**config.mk**
```make
export PLATFORM = sky130hd
export DESIGN_NAME = ssx_engine
export DESIGN_NICKNAME = d
export VERILOG_FILES = /design/src/inc/ssx_pkg.sv /design/src/design/ssx_engine.sv
export SDC_FILE = /design/constraint.sdc
export NUM_CORES = 1
export LEC_CHECK = 0
export ABC_AREA = 1
export BUFFER_PORTS_ARGS = -buffer_cell sky130_fd_sc_hd__buf_2
export CAP_MARGIN = 20
export CORE_MARGIN = 5
export CORE_UTILIZATION = 25
export CTS_BUF_LIST = sky130_fd_sc_hd__clkbuf_8
export DETAILED_ROUTE_END_ITERATION = 12
export GPL_TIMING_DRIVEN = 1
export SYNTH_ARGS = -nofsm -noshare
export SYNTH_HDL_FRONTEND = slang
export SYNTH_SLANG_ARGS = --single-unit
export TNS_END_PERCENT = 5
```
**constraint.sdc**
```tcl
create_clock -name clk_i -period 3.73 [get_ports clk_i]
set_input_delay 0 -clock clk_i [delete_from_list [all_inputs] [get_ports clk_i]]
set_output_delay 0 -clock clk_i [all_outputs]
set_load 0.005 [all_outputs]
```
**src/inc/ssx_pkg.sv**
```systemverilog
// ssx_pkg: constants and types of the synchronous serial transfer engine.
// assumes a 100 MHz system clock and a 32-bit classic wishbone master.
package ssx_pkg;

	// register byte addresses
	localparam logic [7:0] SSX_ADR_CTRL = 8'h00;
	localparam logic [7:0] SSX_ADR_STAT = 8'h04;
	localparam logic [7:0] SSX_ADR_TXB  = 8'h08;
	localparam logic [7:0] SSX_ADR_RXB  = 8'h0C;

	// control word positions
	localparam int SSX_CTRL_MODE_LSB = 0;
	localparam int SSX_CTRL_DIR_BIT  = 2;
	localparam int SSX_CTRL_SCK_LSB  = 3;
	localparam int SSX_CTRL_START    = 6;
	localparam int SSX_CTRL_ABORT    = 7;

	localparam logic [1:0] SSX_MODE_TX  = 2'h0;
	localparam logic [1:0] SSX_MODE_RX  = 2'h1;
	localparam logic [1:0] SSX_MODE_TRX = 2'h2;
	localparam logic [2:0] SSX_SCK_EXT  = 3'h7;
	localparam logic [2:0] SSX_LAST_BIT = 3'h7;

	typedef struct packed {
		logic       start;
		logic [2:0] sck;
		logic       dir;
		logic [1:0] mode;
	} ssx_ctrl_t;

	typedef struct packed {
		logic ovr;
		logic udr;
		logic shf;
		logic act;
		logic rx_buffer_full_flag;
		logic txe;
	} ssx_stat_t;

	localparam ssx_ctrl_t SSX_CTRL_RST = 7'h00;
	localparam ssx_stat_t SSX_STAT_RST = 6'h01;

	// half serial period minus one, in system cycles, per clock select
	localparam logic [11:0] SSX_HALF_TAB [0:6] = '{
		12'h7FF, 12'h07F, 12'h03F, 12'h01F, 12'h00F, 12'h007, 12'h003
	};

	typedef enum logic [2:0] {
		SSX_IDLE  = 3'b001,
		SSX_ARM   = 3'b010,
		SSX_SHIFT = 3'b100
	} ssx_state_t;

endpackage

```
**src/design/ssx_engine.sv**
```systemverilog
// ssx_engine: eight-bit synchronous serial transfer engine, wishbone slave.
// assumes one 100 MHz clock; external serial clock is sampled and synced.
`timescale 1ns/1ps
`default_nettype none
module ssx_engine
	import ssx_pkg::*;
(
	input  wire logic        clk_i,
	input  wire logic        rst_i,
	input  wire logic        wb_cyc_i,
	input  wire logic        wb_stb_i,
	input  wire logic        wb_we_i,
	input  wire logic [7:0]  wb_adr_i,
	input  wire logic [3:0]  wb_sel_i,
	input  wire logic [31:0] wb_dat_i,
	output logic      [31:0] wb_dat_o,
	output logic             wb_ack_o,
	input  wire logic        serial_clock_pin_i,
	output logic             serial_clock_pin_o,
	output logic             serial_clock_pin_oe_n_o,
	output logic             serial_out_pin_o,
	input  wire logic        serial_in_pin_i,
	output logic             serial_irq_o
);

	ssx_ctrl_t  ctrl_q;
	ssx_stat_t  stat_q;
	ssx_state_t st_q;
	logic [7:0]  txb_q;
	logic [7:0]  rxb_q;
	logic [7:0]  tx_sh_q;
	logic [7:0]  rx_sh_q;
	logic [2:0]  cnt_q;
	logic [11:0] div_q;
	logic        sck_q;
	logic        so_q;
	logic        loaded_q;
	logic        pend_q;
	logic        irq_q;
	logic        ack_q;
	logic [31:0] dat_q;
	logic        s1_q;
	logic        s2_q;
	logic        s3_q;

	// bus decode
	wire req     = wb_cyc_i & wb_stb_i & ~ack_q;
	wire wr      = req & wb_we_i & wb_sel_i[0];
	wire rd      = req & ~wb_we_i;
	wire wr_ctrl = wr & (wb_adr_i == SSX_ADR_CTRL);
	wire wr_tx   = wr & (wb_adr_i == SSX_ADR_TXB);
	wire rd_rx   = rd & (wb_adr_i == SSX_ADR_RXB);
	wire abort   = wr_ctrl & wb_dat_i[SSX_CTRL_ABORT];
	wire clr     = rst_i | abort;

	wire tx_en = (ctrl_q.mode == SSX_MODE_TX) |
		(ctrl_q.mode == SSX_MODE_TRX);
	wire rx_en = (ctrl_q.mode == SSX_MODE_RX) |
		(ctrl_q.mode == SSX_MODE_TRX);
	wire ext   = ctrl_q.sck == SSX_SCK_EXT;
	wire dir   = ctrl_q.dir;
	wire idle  = st_q == SSX_IDLE;
	wire arm   = st_q == SSX_ARM;
	wire shift = st_q == SSX_SHIFT;

	// no internal start without tx data when sending, nor with a full rx buffer when receiving
	wire arm_ok = ctrl_q.start & ~(tx_en & stat_q.txe) &
		~(rx_en & stat_q.rx_buffer_full_flag);
	wire run  = ~ext & (shift | (arm & arm_ok));
	wire [11:0] half = (ctrl_q.sck == SSX_SCK_EXT) ? 12'h000 :
		SSX_HALF_TAB[ctrl_q.sck];
	wire tick = div_q == half;

	// edges only from the second sync stage on
	wire fall_ev = ext ? (s3_q & ~s2_q) : (run & tick & sck_q);
	wire rise_ev = ext ? (~s3_q & s2_q) : (run & tick & ~sck_q);

	wire begin_ev  = arm & fall_ev & ctrl_q.start;
	wire byte_done = shift & rise_ev & (cnt_q == SSX_LAST_BIT);
	wire load_ev   = begin_ev & tx_en & ~stat_q.txe & ~stat_q.udr;
	// shift begins with nothing to send
	wire udr_set   = begin_ev & tx_en & stat_q.txe;
	// empty set at the rise after a load
	wire txe_set   = shift & rise_ev & (cnt_q == 3'h0) & loaded_q;
	wire rx_take   = byte_done & rx_en & ~stat_q.ovr;
	// a read in the same cycle still frees the buffer
	wire ovr_set   = rx_take & stat_q.rx_buffer_full_flag & ~rd_rx;
	wire rxf_set   = rx_take & ~ovr_set;
	wire act_clr   = (arm & ~ctrl_q.start) |
		(byte_done & ~ctrl_q.start);

	wire [7:0] tx_nx = dir ? {1'b0, tx_sh_q[7:1]} :
		{tx_sh_q[6:0], 1'b0};
	wire tx_bit_ld = dir ? txb_q[0] : txb_q[7];
	wire tx_bit_nx = dir ? tx_nx[0] : tx_nx[7];
	wire [7:0] rx_nx = dir ? {serial_in_pin_i, rx_sh_q[7:1]} :
		{rx_sh_q[6:0], serial_in_pin_i};

	wire [7:0] rd_mux =
		(wb_adr_i == SSX_ADR_CTRL) ? {1'b0, ctrl_q} :
		(wb_adr_i == SSX_ADR_STAT) ? {2'b00, stat_q} :
		(wb_adr_i == SSX_ADR_TXB)  ? txb_q :
		(wb_adr_i == SSX_ADR_RXB)  ? rxb_q : 8'h00;

	// wishbone answer, one wait state, unmapped reads as zero
	always_ff @(posedge clk_i) begin
		if (rst_i) begin
			ack_q <= 1'b0;
			dat_q <= 32'h0000_0000;
		end else begin
			ack_q <= req;
			if (rd)
				dat_q <= {24'h00_0000, rd_mux};
		end
	end

	// control register
	always_ff @(posedge clk_i) begin
		if (rst_i) begin
			ctrl_q <= SSX_CTRL_RST;
		end else if (wr_ctrl) begin
			ctrl_q <= wb_dat_i[6:0];
			if (abort)
				ctrl_q.start <= 1'b0;
		end
	end

	always_ff @(posedge clk_i) begin
		if (rst_i) begin
			s1_q <= 1'b1;
			s2_q <= 1'b1;
			s3_q <= 1'b1;
		end else begin
			s1_q <= serial_clock_pin_i;
			s2_q <= s1_q;
			s3_q <= s2_q;
		end
	end

	// divider restarts, so first fall comes a full half period (half plus one cycles) after run begins
	always_ff @(posedge clk_i) begin
		if (clr | ~run | tick)
			div_q <= 12'h000;
		else
			div_q <= div_q + 12'h001;
	end

	always_ff @(posedge clk_i) begin
		if (clr | ~run)
			sck_q <= 1'b1;
		else if (tick)
			sck_q <= ~sck_q;
	end

	// sequencer
	always_ff @(posedge clk_i) begin
		if (clr) begin
			st_q  <= SSX_IDLE;
			cnt_q <= 3'h0;
		end else begin
			case (st_q)
				SSX_IDLE: begin
					if (ctrl_q.start)
						st_q <= SSX_ARM;
				end
				SSX_ARM: begin
					if (~ctrl_q.start) begin
						st_q <= SSX_IDLE;
					end else if (fall_ev) begin
						st_q  <= SSX_SHIFT;
						cnt_q <= 3'h0;
					end
				end
				SSX_SHIFT: begin
					// stop only at a byte end
					if (byte_done)
						st_q <= ctrl_q.start ? SSX_ARM : SSX_IDLE;
					if (rise_ev)
						cnt_q <= cnt_q + 3'h1;
				end
				default: st_q <= SSX_IDLE;
			endcase
		end
	end

	// buffers; write data lands even mid-byte
	always_ff @(posedge clk_i) begin
		if (clr) begin
			txb_q <= 8'h00;
			rxb_q <= 8'h00;
		end else begin
			// a timely write is picked up next fall
			if (wr_tx)
				txb_q <= wb_dat_i[7:0];
			if (rxf_set)
				rxb_q <= rx_nx;
		end
	end

	// transmit path
	always_ff @(posedge clk_i) begin
		if (clr) begin
			tx_sh_q  <= 8'h00;
			so_q     <= 1'b1;
			loaded_q <= 1'b0;
		end else if (udr_set | stat_q.udr) begin
			so_q     <= 1'b1;
			loaded_q <= 1'b0;
		end else if (load_ev) begin
			tx_sh_q  <= txb_q;
			so_q     <= tx_bit_ld;
			loaded_q <= 1'b1;
		end else if (shift & fall_ev & loaded_q) begin
			// next bit on each falling edge
			tx_sh_q <= tx_nx;
			so_q    <= tx_bit_nx;
		end else if (act_clr) begin
			// output high once stopped; an internal-clock stall keeps the last bit
			so_q     <= 1'b1;
			loaded_q <= 1'b0;
		end
	end

	// sample on rising edges, frozen on overrun
	always_ff @(posedge clk_i) begin
		if (clr)
			rx_sh_q <= 8'h00;
		else if (shift & rise_ev & rx_en & ~stat_q.ovr)
			rx_sh_q <= rx_nx;
	end

	// status flags; hardware set wins over a clear
	always_ff @(posedge clk_i) begin
		if (clr) begin
			stat_q <= SSX_STAT_RST;
		end else begin
			if (txe_set)
				stat_q.txe <= 1'b1;
			else if (wr_tx)
				stat_q.txe <= 1'b0;
			if (rxf_set)
				stat_q.rx_buffer_full_flag <= 1'b1;
			else if (rd_rx)
				stat_q.rx_buffer_full_flag <= 1'b0;
			// active at the first falling edge
			if (begin_ev)
				stat_q.act <= 1'b1;
			else if (act_clr)
				stat_q.act <= 1'b0;
			if (begin_ev)
				stat_q.shf <= 1'b1;
			else if (byte_done)
				stat_q.shf <= 1'b0;
			if (udr_set)
				stat_q.udr <= 1'b1;
			if (ovr_set)
				stat_q.ovr <= 1'b1;
		end
	end

	// tx events fire on the following fall
	always_ff @(posedge clk_i) begin
		if (clr) begin
			pend_q <= 1'b0;
			irq_q  <= 1'b0;
		end else begin
			if (txe_set | udr_set)
				pend_q <= 1'b1;
			else if (fall_ev)
				pend_q <= 1'b0;
			// rx byte or overrun raises irq now
			irq_q <= rxf_set | ovr_set | (pend_q & fall_ev);
		end
	end

	assign wb_ack_o                = ack_q;
	assign wb_dat_o                = dat_q;
	assign serial_clock_pin_o      = sck_q;
	// drive the pin low-active enable only for internal clock
	assign serial_clock_pin_oe_n_o = ext;
	assign serial_out_pin_o        = so_q;
	assign serial_irq_o            = irq_q;

endmodule
`default_nettype wire

```
Yosys cells after proc, flatten, opt, wreduce, memory -nomap -nowiden
Memory sizes are Yosys's and may differ from the RTL's.
Index checks and enable logic that the tools add are counted.
{"block": "word_totals", "in_bits": 51, "reg_bits": 80, "romBits": 96, "out_inout_bits": 37, "word_cells": 175, "mem_count": 1}
{"memory": "(name not given)", "depth": 8, "width": 12, "rd": 1, "rd_clocked_by_memory_dff": 0, "write_ports": 0, "line_no": "ssx_engine.sv:71", "source": "SSX_HALF_TAB[ctrl_q.sck];"}
{"block": "op_classes", "reduce_logical": 17, "add_sub_neg": 2, "eq_ne": 18, "magnitude_cmp": 1, "muxes": 39, "n_bitwise": 70}
{"op": "$mux 8", "count": 8}
{"op": "$and 1x1->1", "count": 42}
{"op": "$mux 12", "count": 3}
{"op": "$mux 3", "count": 7}
{"op": "$mux 1", "count": 18}
{"op": "$eq 8x4->1 const B", "count": 2}
{"op": "$not 1->1", "count": 16}
{"op": "$reduce_bool 2->1", "count": 7}
{"op": "$add 12x1->12 const B", "count": 1}
{"op": "$eq 12x12->1", "count": 1}
{"op": "$or 1x1->1", "count": 11}
{"op": "$eq 3x3->1 const B", "count": 3}
{"op": "$pmux 3 s3", "count": 1}
{"op": "$eq 8x3->1 const B", "count": 1}
{"op": "$logic_not 8->1", "count": 1}
{"op": "$ne 2x1->1 const B", "count": 3}
{"op": "$ne 2x2->1 const B", "count": 3}
{"op": "$pmux 3 s2", "count": 1}
{"op": "$ge 4x4->1 const B", "count": 1}
{"op": "$not 3->4", "count": 1}
{"op": "$reduce_and 2->1", "count": 2}
{"op": "$reduce_and 4->1", "count": 1}
{"op": "$reduce_or 2->1", "count": 2}
{"op": "$add 3x1->3 const B", "count": 1}
{"op": "other kinds (10)", "count": 10}

Longest topological paths before layout
{"block": "depth", "ltp_word": 22, "mapped_depth": 17, "mapped_depth_nobuf": 17}

Worst setup path before layout
No wires, ideal clock.
{"block": "synth_path", "path_type": "register to register", "from": "register ctrl_q[0] (netlist name)", "to": "register tx_sh_q[0]", "arrival_time_ps": 1834, "setup_ps": 70, "synth_period_minus_slack_ps": 1905, "required_time_ps": 3660, "setup_slack_ps": 1825, "path_buffers": 0, "path_stages_with_launch": 18, "cell_sequence": "dfxtp_1 > inv_1 > ha_1 > nor2_1 > nor2_1 > nor2_1 > nand2_1 > nand2_1 > nand2_1 > nor2_1 > nand2_2 > nand2_4 > nand3_4 > nand2_4 > inv_2 > nor2_8 > nand2_1 > a21oi_1"}
{"block": "synth_via", "elab_chain_cells": 19, "elab_cells_between_ends": 30, "cone_classes": "2 x eq/ne; 2 x mux; 23 x bitwise; 3 x reduce/logical"}
{"item": "start: declaration", "line_no": "ssx_engine.sv:26", "source": "ssx_ctrl_t ctrl_q;"}
{"item": "start signal: assignment", "line_no": "ssx_engine.sv:122", "source": "ctrl_q <= wb_dat_i[6:0];"}
{"item": "$eq 2x2->1 / $logic_not 2->1 (equally long branches)", "line_no": "ssx_engine.sv:57, ssx_engine.sv:59, ssx_engine.sv:56"}
{"item": "$or 1x1->1", "line_no": "ssx_engine.sv:56", "source": "wire tx_en = (ctrl_q.mode == SSX_MODE_TX) |"}
{"item": "$and 1x1->1", "line_no": "ssx_engine.sv:67", "source": "wire arm_ok = ctrl_q.start & ~(tx_en & stat_q.txe) &"}
{"item": "$not 1->1", "line_no": "ssx_engine.sv:67"}
{"item": "$and 1x1->1 (2 in series)", "line_no": "ssx_engine.sv:67"}
{"item": "$and 1x1->1", "line_no": "ssx_engine.sv:69", "source": "wire run = ~ext & (shift | (arm & arm_ok));"}
{"item": "$or 1x1->1", "line_no": "ssx_engine.sv:69"}
{"item": "$and 1x1->1", "line_no": "ssx_engine.sv:69"}
{"item": "$and 1x1->1 (2 in series)", "line_no": "ssx_engine.sv:75", "source": "wire fall_ev = ext ? (s3_q & ~s2_q) : (run & tick & sck_q);"}
{"item": "$mux 1", "line_no": "ssx_engine.sv:75"}
{"item": "$and 1x1->1 (2 in series)", "line_no": "ssx_engine.sv:78", "source": "wire begin_ev = arm & fall_ev & ctrl_q.start;"}
{"item": "$and 1x1->1", "line_no": "ssx_engine.sv:80, ssx_engine.sv:82"}
{"item": "$and 1x1->1 (on tied branches)", "line_no": "ssx_engine.sv:80, ssx_engine.sv:82"}
{"item": "$and 1x1->1 / $or 1x1->1 (equally long branches)", "line_no": "ssx_engine.sv:80, ssx_engine.sv:206"}
{"item": "$reduce_bool 2->1 (no line) / $not 1->1 (equally long branches)"}
{"item": "$reduce_and 2->1 (no line)"}
{"item": "end signal: assignment", "line_no": "ssx_engine.sv:210", "source": "tx_sh_q <= txb_q;"}
{"item": "end signal: assignment", "line_no": "ssx_engine.sv:215", "source": "tx_sh_q <= tx_nx;"}
{"item": "end: declaration", "line_no": "ssx_engine.sv:31", "source": "logic [7:0] tx_sh_q;"}
Parallel ways exist; a longest one is shown, timed or not.
A chain may end at the register's enable or synchronous reset.

Worst setup path in the final report
{"block": "layout_path", "from": "input port wb_stb_i", "to": "register div_q[2]"}
{"block": "layout_via", "elab_chain_cells": 9}
{"item": "start: declaration", "line_no": "ssx_engine.sv:11", "source": "input wire logic wb_stb_i,"}
{"item": "$and 1x1->1 (2 in series)", "line_no": "ssx_engine.sv:47", "source": "wire req = wb_cyc_i & wb_stb_i & ~ack_q;"}
{"item": "$and 1x1->1 (2 in series)", "line_no": "ssx_engine.sv:48", "source": "wire wr = req & wb_we_i & wb_sel_i[0];"}
{"item": "$and 1x1->1", "line_no": "ssx_engine.sv:50", "source": "wire wr_ctrl = wr & (wb_adr_i == SSX_ADR_CTRL);"}
{"item": "$and 1x1->1", "line_no": "ssx_engine.sv:53", "source": "wire abort = wr_ctrl & wb_dat_i[SSX_CTRL_ABORT];"}
{"item": "$or 1x1->1", "line_no": "ssx_engine.sv:54", "source": "wire clr = rst_i | abort;"}
{"item": "$or 1x1->1 (2 in series)", "line_no": "ssx_engine.sv:142", "source": "if (clr | ~run | tick)"}
{"item": "end signal: assignment", "line_no": "ssx_engine.sv:145", "source": "div_q <= div_q + 12'h001;"}
{"item": "end: declaration", "line_no": "ssx_engine.sv:34", "source": "logic [11:0] div_q;"}
Every way passes these cells.

==> results.sh <==
export IMPL_synth_cell_types=43
export IMPL_internal_power_mw=1.265
export IMPL_outcome="finished, final reports clean"
export IMPL_p_clk_frac=0.436
export IMPL_drt_pass1_iterations=5
export IMPL_tightest_slew_ps=898.0
export IMPL_max_slew_margin=0.3958
export IMPL_critPathBufInv=4
export IMPL_synth_most_common_cell="nand2_1"
export IMPL_synth_main_ff_cell="dfxtp_1"
export IMPL_fin_skew_ps=11.41
export IMPL_setup_viol=0
export IMPL_seq_power_share=0.519
export IMPL_grt_busiest_layer="met2"
export IMPL_numCtsBuffers=9
export IMPL_crit_top_cell="nand2_1"
export IMPL_critPathSlowestCell="o21ai_2"
export IMPL_clk_insertion_delay_late_ps=370
export IMPL_first_iter_violations=211
export IMPL_synth_edf_count=0
export IMPL_avgRoutedWirePerCell_um=11.63
export IMPL_die_y_um=141.0
export IMPL_grt_setup_unrepaired="false"
export IMPL_synth_area_leaders="dfxtp_1 (37%), nand2_1 (10%), nor2_1 (8.1%), inv_1 (7.3%), o21ai_0 (5.2%)"
export IMPL_vias_per_cell=4.354
export IMPL_drc=0
export IMPL_synthCells=627
export IMPL_timing_final_ws_setup_ps=798.4
export IMPL_met2_usage=0.1779
export IMPL_p_sw_mw=0.3917
export IMPL_io_pins=88
export IMPL_path_class="input pin to flip-flop"
export IMPL_cts_htree_levels=3
export IMPL_hold_class="input pin to flip-flop"
export IMPL_use_met3=0.02917
export IMPL_cts_resized=0
export IMPL_critPathMaxStageDelay_ps=570
export IMPL_seq_area_frac_synth=0.3732
export IMPL_yosysTopAreaCellShare=0.3732
export IMPL_finalWeightedCongestion=0.8094
export IMPL_die_area_mm2=0.01989
export IMPL_p_sw_frac=0.2365
export IMPL_maxCapViolCount=0
export IMPL_cp_cell_sequence="dlygate4sd3_1 -> buf_2 -> nand2_1 -> dlygate4sd3_1 -> nor2_1 -> nand3_1 -> inv_1 -> nand2_1 -> o21ai_2 -> nor2_1 -> nand2_1 -> nor3b_1"
export IMPL_core_rowCount=48
export IMPL_io_buffers=36
export IMPL_vdd_ir_drop_worst_v=0.0001879
export IMPL_grt_pass1_vias=3563
export IMPL_clkSinkCount=80
export IMPL_grt_usage=0.1069
export IMPL_combinationalPowerShare=0.046
export IMPL_stdcell_count=909
export IMPL_period_needed_ps=2932
export IMPL_yosys_area_top_type="dfxtp_1"
export IMPL_grt_util_met1=0.1376
export IMPL_timing_final_crit_share=0.7860
export IMPL_layout_nets=736
export IMPL_dp_hpwl_um=7896
export IMPL_cts_tree="done"
export IMPL_start_kind="input pin"
export IMPL_dp_cells=877
export IMPL_post_place_ws_ps=1279
export IMPL_clk_pin_slew_worst_paths_ps=90
export IMPL_max_freq_mhz=341.1
export IMPL_place_area_mm2=0.004629
export IMPL_fillers=1907
export IMPL_ys_warn_count=0
export IMPL_antenna_cells=0
export IMPL_path_max_fanout=15
export IMPL_grt_pass1_wl_um=17340
export IMPL_ctsLongestPathBuffers=2
export IMPL_drive_gt1_frac=0.1272
export IMPL_synth_seq_cells=80
export IMPL_hold_violations=0
export IMPL_synth_async_sr_flop_share=0
export IMPL_crit_family="simple AND/OR/NAND/NOR gates"
export IMPL_cts_root_buffer="clkbuf_8"
export IMPL_num_vias=3958
export IMPL_synthToLayoutAreaGrowth_pct=16.73
export IMPL_gr_total_overflow=0
export IMPL_totalWireLength_um=10570
export IMPL_initial_core_util=0.2516
export IMPL_setup_tns_ps=0
export IMPL_required_ps=3970
export IMPL_die_x_um=141.0
export IMPL_cp_arrival_ps=3170
export IMPL_antenna_found_initial=0
export IMPL_finalMaxSlewViolations=0
export IMPL_end_kind="flip-flop"
export IMPL_grt_max_degree=26
export IMPL_core_area_mm2=0.01706
export IMPL_syn_area_mm2=0.004292
export IMPL_synth_avg_cell_area_um2=6.845
export IMPL_final_area_mm2=0.005010
export IMPL_p_leak_nw=2.099
export IMPL_yosys_top_cells_count="nand2_1 (116), nor2_1 (93), inv_1 (83)"
export IMPL_p_per_area_mw_per_mm2=330.6
export IMPL_ant_nets=0
[power groups by stage]
stage	combinational (mW)	sequential [mW]	clock [mW]
after global routing	0.0837	0.860	0.775
after CTS	0.0755	0.859	0.741
after floorplan	0.0528	0.880	0
after detailed placement	0.0630	0.880	0
after global placement	0.0626	0.880	0
final	0.0756	0.859	0.721
[area by class of cell]
| cell class | instances | area [µm²] | share of cell area |
|---|---|---|---|
| multi-input combinational | 444 | 2210 | 0.4411 |
| sequential | 80 | 1602 | 0.3197 |
| timing repair buffer | 55 | 362.8 | 0.07243 |
| inverter | 89 | 334.1 | 0.06668 |
| tap | 225 | 281.5 | 0.05619 |
| clock buffer | 9 | 123.9 | 0.02473 |
| clock inverter | 7 | 96.34 | 0.01923 |
[timing repair]
action                    CTS  global route
hold buffers               16             0
setup buffers               0             0
hold endpoints to repair   19             0
[registers in the layout (all words and copies together) (netlist names), 3 cells and up]
name,cells
wb_dat_o,8
stat_q,6
ctrl_q,6
st_q,3
rx_sh_q,8
txb_q,8
cnt_q,3
div_q,12
tx_sh_q,8
rxb_q,8
[worst paths after layout]
kind | from | end | slack (ps) | cells after the start
min | serial_in_pin_i | rxb_q[0] | 50 | 5
max | wb_stb_i | div_q[2] | 800 | 12
max reg2reg | wb_ack_o | div_q[2] | 1290 | 8
min reg2reg | s1_q | s2_q | 420 | 1
[cell usage in the layout, fill, tap and decap left out, types with 3 or more instances in the layout]
cell	count
nor3b_1	3
nand3_1	31
dlygate4sd3_1	16
nor2_4	3
conb_1	24
a21oi_1	38
nand2_4	3
inv_2	3
o21ai_0	45
dfxtp_1	80
nor2_1	93
buf_2	36
nand2_1	116
clkinvlp_4	3
or2_2	5
o22ai_1	6
o21ai_2	3
inv_1	83
nand4_1	15
clkbuf_8	9
xor2_1	5
buf_4	3
nor3_1	18
ha_1	6
nand3b_1	3
nand2_2	5
clkinv_1	3
[worst reg2reg max path, cell delays in order, from the launching register on]
cell and delay [ps]:
dfxtp_1 320, nor2_1 140, nand3_1 300, inv_1 130, nand2_1 310, o21ai_2 570
nor2_1 110, nand2_1 340, nor3b_1 90
[cells by family (layout without fill, tap and decap cells)]
family                   Yosys count  after routing  share of synthesized area
AND/OR/NAND/NOR                  308            308                     0.3388
buffers and inverters            126            160                     0.1321
AO/OA/AOI/OAI                    101            101                     0.1274
flip-flops                        80             80                     0.3732
adder cells (fa/ha/maj)            6              6                    0.01749
XOR/XNOR                           5              5                    0.01020
other                              1             24                  0.0008738
[per-layer routing]
| layer | wire (µm) | part of all wire |
|---|---|---|
| met5 | 0 | 0 |
| met4 | 110 | 0.010 |
| met3 | 545 | 0.052 |
| met2 | 4992 | 0.47 |
| met1 | 4922 | 0.47 |
[stage by stage]
step / power [mW] / hold WS (ps) / util
final: 1.656 / 51.50 / 0.2937
after global routing: 1.719 / 98.16 / 0.2937
after CTS: 1.676 / 40.38 / 0.2937
after detailed placement: 0.9426 / 189.3 / 0.2714
after global placement: 0.9421 / 189.2 / 0.2714
after floorplan: 0.9325 / 103.8 / -
Note: power is estimated with default switching activity, not from simulation.
